--- src/design/dfsps_pkg.sv ---
package dfsps_pkg;

  // Instruction register width and command codes for the scan controller.
  localparam int unsigned IR_WIDTH = 4;
  localparam logic [3:0] IR_RESET_VAL = 4'h1;
  localparam logic [3:0] CMD_BYPASS = 4'hF;
  localparam logic [3:0] CMD_IDCODE = 4'h1;
  localparam logic [3:0] CMD_PROGRAM = 4'h2;

  // Programming shift register width and reset value.
  localparam int unsigned PROG_WIDTH = 16;
  localparam logic [15:0] PROG_RESET_VAL = 16'h0000;

  // Identification word; the value is arbitrary.
  localparam logic [31:0] ID_CODE_VAL = 32'h0000_1001;

  // Capture pattern loaded into the instruction register.
  localparam logic [3:0] IR_CAPTURE_VAL = 4'h1;

  // Link clock period as printed for the bench, in ns, and system period.
  localparam int unsigned LINK_PERIOD_NS = 125;
  localparam int unsigned SYS_PERIOD_NS = 10;

  // Scan controller states, one-hot.
  typedef enum logic [15:0] {
    ST_RESET      = 16'h0001,
    ST_IDLE       = 16'h0002,
    ST_SEL_DR     = 16'h0004,
    ST_CAP_DR     = 16'h0008,
    ST_SHIFT_DR   = 16'h0010,
    ST_EXIT1_DR   = 16'h0020,
    ST_PAUSE_DR   = 16'h0040,
    ST_EXIT2_DR   = 16'h0080,
    ST_UPD_DR     = 16'h0100,
    ST_SEL_IR     = 16'h0200,
    ST_CAP_IR     = 16'h0400,
    ST_SHIFT_IR   = 16'h0800,
    ST_EXIT1_IR   = 16'h1000,
    ST_PAUSE_IR   = 16'h2000,
    ST_EXIT2_IR   = 16'h4000,
    ST_UPD_IR     = 16'h8000
  } dfsps_state_e;

endpackage

--- src/design/dfsps_scan_port.sv ---
// Function
// - Sample serial input and mode control on each rising test clock edge.
// - Change serial output only after a falling test clock edge.
// - Mode control steers the scan controller state machine.
// - Programming data enters bit by bit on the serial input.
// - Programming data leaves bit by bit on the serial output.
// - Port select high gives shared pins their programming function.
// - Port select low makes shared pins ordinary user I/O.
// - High-voltage select enables programming only at supervoltage; low is I/O.
// - Without a select pin, the four pins stay dedicated to programming.
// - Any number of devices may be cascaded in one chain.
// - Each serial output feeds the next device's serial input.
`timescale 1ns/10ps
`default_nettype none

module dfsps_scan_port #(
  parameter bit HAS_SELECT   = 1'b1,
  parameter bit HIGH_VOLTAGE = 1'b0,
  parameter int unsigned PROG_W = dfsps_pkg::PROG_WIDTH
) (
  // System clock and reset.
  input  wire logic              clk,
  input  wire logic              rst_n,
  // Scan pins as seen through the shared pads.
  input  wire logic              tck_pin,
  input  wire logic              alt_serial_in,
  input  wire logic              alt_mode_control,
  output var  logic              alt_serial_out,
  output var  logic              alt_serial_out_oe,
  // Port select straps; the high-voltage input is the supervoltage detector.
  input  wire logic              scan_port_select,
  input  wire logic              high_voltage_port_select,
  // User I/O path of the four shared pads.
  input  wire logic [3:0]        user_out,
  input  wire logic [3:0]        user_oe,
  output var  logic [3:0]        user_in,
  output var  logic [3:0]        pad_out,
  output var  logic [3:0]        pad_oe,
  input  wire logic [3:0]        pad_in,
  // Programming results.
  output var  logic [PROG_W-1:0] prog_word,
  output var  logic              prog_strobe,
  output var  logic              scan_mode
);

  ////////////////////////////////////////////////////////////////////////
  // Input synchronisers.

  logic [1:0] tck_sync_reg;
  logic [1:0] tdi_sync_reg;
  logic [1:0] tms_sync_reg;
  logic [1:0] sel_sync_reg;
  logic [1:0] hv_sync_reg;
  logic [3:0] pad_s1_reg;
  logic [3:0] pad_s2_reg;
  logic       tck_prev_reg;

  // Every off-domain input passes two flops before anything reads it.
  always_ff @(posedge clk)
  begin
    if (!rst_n)
    begin
      tck_sync_reg <= 2'h0;
      tdi_sync_reg <= 2'h0;
      tms_sync_reg <= 2'h3;
      sel_sync_reg <= 2'h0;
      hv_sync_reg  <= 2'h0;
      pad_s1_reg   <= 4'h0;
      pad_s2_reg   <= 4'h0;
      tck_prev_reg <= 1'b0;
    end
    else
    begin
      tck_sync_reg <= {tck_sync_reg[0], tck_pin};
      tdi_sync_reg <= {tdi_sync_reg[0], alt_serial_in};
      tms_sync_reg <= {tms_sync_reg[0], alt_mode_control};
      sel_sync_reg <= {sel_sync_reg[0], scan_port_select};
      hv_sync_reg  <= {hv_sync_reg[0], high_voltage_port_select};
      pad_s1_reg   <= pad_in;
      pad_s2_reg   <= pad_s1_reg;
      tck_prev_reg <= tck_sync_reg[1];
    end
  end

  logic tck_rise;
  logic tck_fall;
  logic tdi_s;
  logic tms_s;
  logic mode_sel;

  assign tck_rise = tck_sync_reg[1] & ~tck_prev_reg;
  assign tck_fall = ~tck_sync_reg[1] & tck_prev_reg;
  assign tdi_s    = tdi_sync_reg[1];
  assign tms_s    = tms_sync_reg[1];

  // Function select.
  // The high-voltage detector output is high only at supervoltage.
  assign mode_sel = !HAS_SELECT ? 1'b1 :
                    (HIGH_VOLTAGE ? hv_sync_reg[1] : sel_sync_reg[1]);

  // Controller only advances while the programming function is selected.
  logic adv_rise;
  logic adv_fall;
  assign adv_rise = tck_rise & mode_sel;
  assign adv_fall = tck_fall & mode_sel;

  ////////////////////////////////////////////////////////////////////////
  // Scan controller.

  dfsps_pkg::dfsps_state_e state_reg;
  dfsps_pkg::dfsps_state_e state_next;

  always_comb
  begin
    state_next = state_reg;
    unique case (state_reg)
      dfsps_pkg::ST_RESET:
        state_next = tms_s ? dfsps_pkg::ST_RESET : dfsps_pkg::ST_IDLE;
      dfsps_pkg::ST_IDLE:
        state_next = tms_s ? dfsps_pkg::ST_SEL_DR : dfsps_pkg::ST_IDLE;
      dfsps_pkg::ST_SEL_DR:
        state_next = tms_s ? dfsps_pkg::ST_SEL_IR : dfsps_pkg::ST_CAP_DR;
      dfsps_pkg::ST_CAP_DR,
      dfsps_pkg::ST_SHIFT_DR:
        state_next = tms_s ? dfsps_pkg::ST_EXIT1_DR : dfsps_pkg::ST_SHIFT_DR;
      dfsps_pkg::ST_EXIT1_DR:
        state_next = tms_s ? dfsps_pkg::ST_UPD_DR : dfsps_pkg::ST_PAUSE_DR;
      dfsps_pkg::ST_PAUSE_DR:
        state_next = tms_s ? dfsps_pkg::ST_EXIT2_DR : dfsps_pkg::ST_PAUSE_DR;
      dfsps_pkg::ST_EXIT2_DR:
        state_next = tms_s ? dfsps_pkg::ST_UPD_DR : dfsps_pkg::ST_SHIFT_DR;
      dfsps_pkg::ST_UPD_DR,
      dfsps_pkg::ST_UPD_IR:
        state_next = tms_s ? dfsps_pkg::ST_SEL_DR : dfsps_pkg::ST_IDLE;
      dfsps_pkg::ST_SEL_IR:
        state_next = tms_s ? dfsps_pkg::ST_RESET : dfsps_pkg::ST_CAP_IR;
      dfsps_pkg::ST_CAP_IR,
      dfsps_pkg::ST_SHIFT_IR:
        state_next = tms_s ? dfsps_pkg::ST_EXIT1_IR : dfsps_pkg::ST_SHIFT_IR;
      dfsps_pkg::ST_EXIT1_IR:
        state_next = tms_s ? dfsps_pkg::ST_UPD_IR : dfsps_pkg::ST_PAUSE_IR;
      dfsps_pkg::ST_PAUSE_IR:
        state_next = tms_s ? dfsps_pkg::ST_EXIT2_IR : dfsps_pkg::ST_PAUSE_IR;
      dfsps_pkg::ST_EXIT2_IR:
        state_next = tms_s ? dfsps_pkg::ST_UPD_IR : dfsps_pkg::ST_SHIFT_IR;
      default:
        state_next = dfsps_pkg::ST_RESET;
    endcase
  end

  // Controller holds state while pins serve as user I/O.
  always_ff @(posedge clk)
  begin
    if (!rst_n)
      state_reg <= dfsps_pkg::ST_RESET;
    else if (adv_rise)
      state_reg <= state_next;
  end

  ////////////////////////////////////////////////////////////////////////
  // Instruction and data registers.

  logic [3:0]        ir_shift_reg;
  logic [3:0]        ir_reg;
  logic [31:0]       id_shift_reg;
  logic              bypass_reg;
  logic [PROG_W-1:0] prog_shift_reg;

  // Instruction path; test-logic-reset reloads the default instruction.
  always_ff @(posedge clk)
  begin
    if (!rst_n)
    begin
      ir_shift_reg <= dfsps_pkg::IR_RESET_VAL;
      ir_reg       <= dfsps_pkg::IR_RESET_VAL;
    end
    else if (adv_rise)
    begin
      unique case (state_reg)
        dfsps_pkg::ST_RESET:
          ir_reg <= dfsps_pkg::IR_RESET_VAL;
        dfsps_pkg::ST_CAP_IR:
          ir_shift_reg <= dfsps_pkg::IR_CAPTURE_VAL;
        dfsps_pkg::ST_SHIFT_IR:
          ir_shift_reg <= {tdi_s, ir_shift_reg[3:1]};
        dfsps_pkg::ST_UPD_IR:
          ir_reg <= ir_shift_reg;
        default:
          ir_reg <= ir_reg;
      endcase
    end
  end

  // Serial data in.
  // Data registers capture and shift on the rising edge only.
  always_ff @(posedge clk)
  begin
    if (!rst_n)
    begin
      id_shift_reg   <= dfsps_pkg::ID_CODE_VAL;
      bypass_reg     <= 1'b0;
      prog_shift_reg <= PROG_W'(dfsps_pkg::PROG_RESET_VAL);
    end
    else if (adv_rise)
    begin
      if (state_reg == dfsps_pkg::ST_CAP_DR)
      begin
        id_shift_reg <= dfsps_pkg::ID_CODE_VAL;
        bypass_reg   <= 1'b0;
      end
      else if (state_reg == dfsps_pkg::ST_SHIFT_DR)
      begin
        id_shift_reg <= {tdi_s, id_shift_reg[31:1]};
        bypass_reg   <= tdi_s;
        if (ir_reg == dfsps_pkg::CMD_PROGRAM)
          prog_shift_reg <= {tdi_s, prog_shift_reg[PROG_W-1:1]};
      end
    end
  end

  // Completed programming words are presented on update.
  always_ff @(posedge clk)
  begin
    if (!rst_n)
    begin
      prog_word   <= PROG_W'(dfsps_pkg::PROG_RESET_VAL);
      prog_strobe <= 1'b0;
    end
    else
    begin
      prog_strobe <= 1'b0;
      if (adv_rise && state_reg == dfsps_pkg::ST_UPD_DR &&
          ir_reg == dfsps_pkg::CMD_PROGRAM)
      begin
        prog_word   <= prog_shift_reg;
        prog_strobe <= 1'b1;
      end
    end
  end

  ////////////////////////////////////////////////////////////////////////
  // Serial output, launched on the falling edge.

  // Bypass bit keeps chains short.
  // Any instruction other than identify or program selects the bypass bit.
  logic tdo_bit;
  always_comb
  begin
    tdo_bit = bypass_reg;
    if (state_reg == dfsps_pkg::ST_SHIFT_IR)
      tdo_bit = ir_shift_reg[0];
    else if (ir_reg == dfsps_pkg::CMD_IDCODE)
      tdo_bit = id_shift_reg[0];
    else if (ir_reg == dfsps_pkg::CMD_PROGRAM)
      tdo_bit = prog_shift_reg[0];
  end

  // Output drives only while shifting so chains share the return.
  always_ff @(posedge clk)
  begin
    if (!rst_n)
    begin
      alt_serial_out    <= 1'b0;
      alt_serial_out_oe <= 1'b0;
    end
    else if (!mode_sel)
      alt_serial_out_oe <= 1'b0;
    else if (adv_fall)
    begin
      alt_serial_out    <= tdo_bit;
      alt_serial_out_oe <= (state_reg == dfsps_pkg::ST_SHIFT_DR) ||
                           (state_reg == dfsps_pkg::ST_SHIFT_IR);
    end
  end

  ////////////////////////////////////////////////////////////////////////
  // Shared pad multiplexing.

  // User I/O path.
  // User drivers are released while programming so the pads see no fight.
  always_ff @(posedge clk)
  begin
    if (!rst_n)
    begin
      pad_out   <= 4'h0;
      pad_oe    <= 4'h0;
      user_in   <= 4'h0;
      scan_mode <= 1'b0;
    end
    else
    begin
      scan_mode <= mode_sel;
      pad_out   <= user_out;
      pad_oe    <= mode_sel ? 4'h0 : user_oe;
      user_in   <= mode_sel ? 4'h0 : pad_s2_reg;
    end
  end

endmodule

`default_nettype wire

--- config.mk ---
export PLATFORM = sky130hd
export DESIGN_NAME = dfsps_scan_port
export DESIGN_NICKNAME = d
export VERILOG_FILES = /design/src/design/dfsps_pkg.sv /design/src/design/dfsps_scan_port.sv
export SDC_FILE = /design/constraint.sdc
export NUM_CORES = 1
export LEC_CHECK = 0
export BUFFER_PORTS_ARGS = -buffer_cell sky130_fd_sc_hd__clkbuf_2
export CORE_ASPECT_RATIO = 1.75
export CORE_MARGIN = 2
export CORE_UTILIZATION = 40
export CTS_BUF_LIST = sky130_fd_sc_hd__clkbuf_2
export CTS_CLUSTER_DIAMETER = 30
export DETAILED_ROUTE_END_ITERATION = 10
export PLACE_DENSITY = 0.59
export SLEW_MARGIN = 20
export SYNTH_ARGS = -nofsm -noshare
export SYNTH_HDL_FRONTEND = slang
export SYNTH_SLANG_ARGS = --single-unit
--- constraint.sdc ---
create_clock -name clk -period 2.15 [get_ports clk]
set_input_delay 0.3225 -clock clk [delete_from_list [all_inputs] [get_ports clk]]
set_output_delay 0.3225 -clock clk [all_outputs]
set_load 0.05 [all_outputs]
==> results of run 1 <==
synth_stat cells, types with 5 or more instances:
| cell | count |
|---|---|
| dfxtp_1 | 121 |
| nor2_1 | 9 |
| buf_6 | 7 |
| nor3_1 | 9 |
| nor4_1 | 10 |
| o21ai_0 | 17 |
| a21boi_0 | 14 |
| and2_1 | 32 |
| nand3_1 | 6 |
| buf_2 | 8 |
| nor2b_1 | 57 |
| a22oi_1 | 37 |
| a21oi_1 | 11 |
| nand2_1 | 55 |
| a21boi_1 | 10 |
| nand4b_1 | 5 |
| clkbuf_1 | 20 |
| mux2i_1 | 16 |
cell families (layout without fill, tap and decap cells):
family / count (synthesis) / count (layout) / synth area share [%]
AND/OR/NAND/NOR: 220 / 220 / 27.4
flip-flops: 121 / 121 / 50.0
AO/OA/AOI/OAI: 98 / 98 / 13.6
buffers and inverters: 39 / 149 / 4.55
multiplexers: 16 / 16 / 3.31
XOR/XNOR: 6 / 6 / 1.09
other: 0 / 1 / 0
final cells by class:
class	instances	share of cell area, %
diodes	1	0.0407
flip-flops and latches	121	39.4
multi-input cells	340	37.6
repair buffers	116	15.5
clock inverters	15	3.17
inverters	1	0.0610
clock buffers	17	1.38
well taps	137	2.79
per-stage QoR:
stage / cells / hold WS [ps] / area [sq um] / power, mW / worst slack (ps)
floorplan: 500 / 386 / 4840 / 2.42 / 78.2
global placement: 686 / 401 / 5400 / 2.47 / 25.1
detailed placement: 686 / 404 / 5400 / 2.47 / 19.8
CTS: 738 / 288 / 5890 / 4.12 / 11.6
global route: 748 / 278 / 6150 / 4.24 / -131
finish: 748 / 385 / 6150 / 4.05 / -49.5
final timing paths:
kind,startpoint,cells past startpoint,end,slack [ps]
worst max-delay path,state_reg[14],9,prog_shift_reg[4],-50
worst min-delay path,alt_mode_control,3,tms_sync_reg[0],390
worst max register to register,state_reg[14],9,prog_shift_reg[4],-50
worst min register to register,pad_s1_reg[3],1,pad_s2_reg[3],430
placed cells by master, fill, tap and decap left out, types with 3 or more instances in the layout:
cell type,Yosys,final
dfxtp_1,121,119
clkbuf_2,0,66
nor2b_1,57,57
nand2_1,55,52
a22oi_1,37,37
buf_4,3,34
and2_1,32,32
dlygate4sd3_1,0,20
a21boi_1,10,17
mux2i_1,16,16
o21ai_0,17,15
a21oi_1,11,11
nor3_1,9,8
nor2_1,9,8
nor4_1,10,7
clkinv_4,0,7
nor4_4,4,6
a21boi_0,14,6
buf_12,0,6
nand4b_1,5,5
xnor2_1,4,4
nand2b_1,4,4
nand3_1,6,4
o22ai_1,4,4
clkbuf_16,0,4
or2_2,3,3
nor4_2,2,3
nand3b_1,3,3
nand4_1,3,3
bufinv_16,0,3
buf_6,7,3
power by group:
| part | internal, mW | switching, mW |
|---|---|---|
| Combinational | 0.0824 | 0.0905 |
| Clock | 0.675 | 0.925 |
| Sequential | 2.27 | 0.0102 |
what timing repair did:
action / CTS / global route
hold buffers: 20 / 0
endpoints found under the hold margin: 21 / 0
resized for setup: 3 / 33
cloned: 0 / 4
buffers inserted: 0 / 5
setup endpoints to repair: 3 / 70
pin swaps: 0 / 24
worst max-delay path: stages (launching register included):
cell and delay, ps:
dfxtp_2 370, or4_4 570, nor4_4 300, buf_4 180, nand3_4 70, buf_6 120
nor2_4 150, clkbuf_16 190, nand2_1 50, a21boi_1 120
per-layer routing:
metal  global-route usage, %  vias to the layer above  share of wire (%)
li1                        -                     1943                  -
met1                    18.2                     1881                 39
met2                    28.5                       78                 56
met3                    4.69                       22                2.5
met4                    10.1                        0                2.5
met5                       0                        -                  0
==> run_results.csv, run 1 <==
group,metric,value,unit
outcome,status,"complete, but fails checks",
outcome,violations,"setup timing",
logic_synthesis,postSynth.asyncResetShare,0,%
pwr,p_leak,2.29,nW
global_route,grt_pass1_vias,3767,
timing,fmax,455,MHz
cts,cts_sinks,121,
timing,setup_viol,24,
global_route,grt_pass1_wl,17200,microns
final_layout,largest_register_ffs,32,
floorplanning,dieArea,13000,sq um
route,drt-total-wl,10800,microns
global_route,antenna_found_initial,1,
logic_synthesis,synth_largest_area_cell,"dfxtp_1",
cts,clock_path_buffers,2,
global_route,grt_max_degree,74,
cts,cts_tree,"built",
placed_design,io_buffers,49,
critical_path,crit_fanout,8,
route,vias_per_cell,5.25,
timing,fin_ws,-49.5,ps
timing,clock_skew,34.2,ps
logic_synthesis,synth_area,4840,sq um
route,drt_iter0_markers,148,
final_layout,syn_to_final_growth,27.0,%
logic_synthesis,synth-edff-count,0,
timing,slew_violations,0,
final_layout,multi_input_area,2310,sq um
floorplanning,ios,51,
cts,root_buffer,"clkbuf_2",
timing,slew-limit-headroom,67.0,%
logic_synthesis,synth_seq_cells,121,
pwr,ir_drop,0.000562,V
logic_synthesis,synth_nets,519,
floorplanning,rows,53,
timing,hold_viol,0,
timing,setup_tns,-349,ps
cts,htreeDepth,4,
worst_hold_path,hold_class,"in2reg",
cts,clk_latency,660,ps
critical_path,worstSetupStartpointType,"register",
critical_path,required,2730,ps
flow_run,drv_cap,0,
final_layout,nFillCells,1121,
critical_path,arrival,2780,ps
timing,tightest_slew,494,ps
global_route,track_usage,16.8,%
timing,fin_crit,2200,ps
logic_synthesis,synth_area_per_cell,9.68,sq um
route,vias,3924,
logic_synthesis,seq_area_frac_synth,50.0,%
route,route.detailed.drc,0,
final_layout,drive_above_1_share,26.1,%
placed_design,dp.final_hpwl,6970,microns
final_layout,final_util,51.5,%
critical_path,critPathKind,"reg2reg",
route,ant_nets,0,
final_layout,nets,616,
placed_design,gp_congestion,0.881,
logic_synthesis,ys.flop_type,"dfxtp_1",
logic_synthesis,synth_top_area_share,50.0,%
timing,fin_crit_sh,102,%
global_route,grt_remaining_overflow,0,
route,wl_per_cell,14.4,microns
floorplanning,core-area,11900,sq um
route,dr.pass1.iters,5,
logic_synthesis,synth_warnings,0,
logic_synthesis,synthTopCellsByArea,"dfxtp_1 50%, nor2b_1 7.4%, a22oi_1 5.7%, nand2_1 4.3%, and2_1 4.1%",
floorplanning,die_h,150,microns
final_layout,regArea,2420,sq um
pwr,power_density,659,nW/um^2
logic_synthesis,synthCells,500,
timing,rsz0062_at_grt,"yes",
logic_synthesis,synth.distinct_cells,47,
cts,clk_pin_slew,210,ps
critical_path,endpoint_kind,"register",
cts,cts_buffers,17,
floorplanning,start_util,40.6,%
floorplanning,die_w,87.2,microns
(Power assumes the default switching activity.)
==> run 2: changes to the inputs <==
RECOVER_POWER = 50   (was default)
==> run 2 against run 1 <==
Worst hold slack got worse by 15 ps. First-iteration DRC count down 0.68%. The run still ends with setup timing left. Highest routed layer unchanged. Sequential power barely moved. Sequential share of layout area is essentially flat. Critical path type unchanged. Setup slack better by 2.4 ps. Critical endpoint unchanged.
==> run_results.csv, run 2 (synthesized netlist as in run 1, its figures left out) <==
group,metric,value,unit
global_route,track_usage,16.8,%
global_route,grt_remaining_overflow,0,
timing,slew_violations,0,
final_layout,syn_to_final_growth,27.0,%
global_route,grt_max_degree,74,
critical_path,reg2reg_from,"state_reg[14]",
route,wl_per_cell,14.4,microns
worst_hold_path,min_to,"tms_sync_reg[0]",
worst_hold_path,worstHoldStart,"alt_mode_control",
floorplanning,core-area,11900,sq um
critical_path,crit_fanout,8,
flow_run,drv_cap,0,
global_route,grt_pass1_wl,17200,microns
cts,cts_buffers,17,
route,dr.pass1.iters,4,
route,vias_per_cell,5.22,
pwr,power_density,660,nW/um^2
placed_design,gp_congestion,0.881,
floorplanning,start_util,40.6,%
pwr,ir_drop,0.000562,V
outcome,violations,"setup timing",
cts,cts_sinks,121,
critical_path,r2r_setup_slack,-50,ps
global_route,antenna_found_initial,1,
placed_design,dp.final_hpwl,6970,microns
cts,clock_path_buffers,2,
timing,setup_viol,15,
route,ant_nets,0,
pwr,p_leak,2.28,nW
critical_path,endpoint_kind,"register",
outcome,status,"complete, but fails checks",
placed_design,place_inst,686,
timing,fin_crit_sh,102,%
final_layout,mostFrequentLayoutCell,"dfxtp_1",
critical_path,required,2750,ps
floorplanning,rows,53,
floorplanning,dieArea,13000,sq um
final_layout,drive_above_1_share,25.9,%
critical_path,arrival,2800,ps
timing,fin_ws,-47.1,ps
critical_path,worstSetupStartpointType,"register",
floorplanning,ios,51,
final_layout,nets,616,
final_layout,final_cell_count_no_fill,748,
critical_path,r2r-end,"prog_shift_reg[4]",
timing,hold_viol,0,
timing,fmax,455,MHz
timing,slew-limit-headroom,64.4,%
floorplanning,die_h,150,microns
floorplanning,die_w,87.2,microns
route,route.detailed.drc,0,
route,drt_iter0_markers,147,
timing,rsz0062_at_grt,"yes",
cts,root_buffer,"clkbuf_2",
worst_hold_path,min_path_cells,3,
cts,htreeDepth,4,
timing,fin_crit,2200,ps
global_route,grt_pass1_vias,3767,
final_layout,largest_register_ffs,32,
final_layout,final_util,51.5,%
critical_path,critPathKind,"reg2reg",
route,drt-total-wl,10800,microns
final_layout,final_cell_mix,"119 x dfxtp_1, 65 x clkbuf_2, 57 x nor2b_1",
placed_design,place_ws,19.8,ps
worst_hold_path,hold_class,"in2reg",
cts,clk_pin_slew,210,ps
critical_path,worst-r2r-cell-count,9,
cts,cts_tree,"built",
cts,clk_latency,680,ps
final_layout,nFillCells,1122,
placed_design,io_buffers,49,
route,vias,3907,
timing,tightest_slew,534,ps
timing,clock_skew,34.0,ps
-- run 2: cell count changes in the layout (fill, tap and decap cells not counted) --
| cell | delta |
|---|---|
| clkbuf_1 | +1 |
| clkbuf_2 | -1 |
-- run 2: area by class of cell --
| type | count | area [sq um] | share of cell area (%) |
|---|---|---|---|
| diodes | 1 | 2.50 | 0.0407 |
| clock buffers | 17 | 85.1 | 1.38 |
| clock inverters | 15 | 195 | 3.17 |
| inverters | 1 | 3.75 | 0.0610 |
| multi-input cells | 340 | 2310 | 37.6 |
| flip-flops and latches | 121 | 2420 | 39.4 |
| well taps | 137 | 171 | 2.79 |
| repair buffers | 116 | 953 | 15.5 |
-- run 2: layer usage --
layer  GRT usage [%]  vias to the layer above  routed length, microns
met2            28.5                       65                    5940
met1            18.2                     1874                    4310
met5               0                        -                       0
li1                -                     1942                       -
met3            4.69                       26                     256
met4            10.1                        0                     300
-- run 2: critical path: stages, from the launching register on --
cell	delay, ps
dfxtp_2	370
or4_4	570
nor4_4	290
buf_4	180
nand3_4	70
buf_6	120
nor2_4	150
clkbuf_16	190
nand2_1	50
a21boi_1	120
-- run 2: worst max-delay path by stage --
stage	slack (ps)	end	cells past startpoint	from
6_report	-50	prog_shift_reg[4]	9	state_reg[14]
4_1_cts	10	alt_serial_out	8	state_reg[12]
2_1_floorplan	80	id_shift_reg[11]	9	state_reg[12]
3_3_place_gp	30	alt_serial_out	8	state_reg[12]
3_5_place_dp	20	alt_serial_out	8	state_reg[12]
5_1_grt	-130	prog_shift_reg[11]	9	state_reg[14]
-- run 2: power by group --
| part | internal, mW | switching (mW) | leakage [nW] |
|---|---|---|---|
| Sequential | 2.27 | 0.0102 | 0.982 |
| Clock | 0.675 | 0.929 | 0.157 |
| Combinational | 0.0821 | 0.0905 | 1.15 |
-- run 2: per-stage QoR --
| step | TNS (ps) | instance area [sq um] | power (mW) | hold WS, ps |
|---|---|---|---|---|
| after global routing | -6500 | 6150 | 4.24 | 278 |
| after CTS | 0 | 5890 | 4.12 | 288 |
| after global placement | 0 | 5400 | 2.47 | 401 |
| after detailed placement | 0 | 5400 | 2.47 | 404 |
| final | -282 | 6150 | 4.06 | 371 |
| after floorplan | 0 | 4840 | 2.42 | 386 |
-- run 2: what timing repair did --
| item | 4_1_cts | 5_1_grt |
|---|---|---|
| hold buffers | 20 | 0 |
| cloned | 0 | 4 |
| resized for setup | 3 | 33 |
| setup endpoints to repair | 3 | 70 |
| pin swaps | 0 | 24 |
| setup buffers | 0 | 5 |
| endpoints found under the hold margin | 21 | 0 |
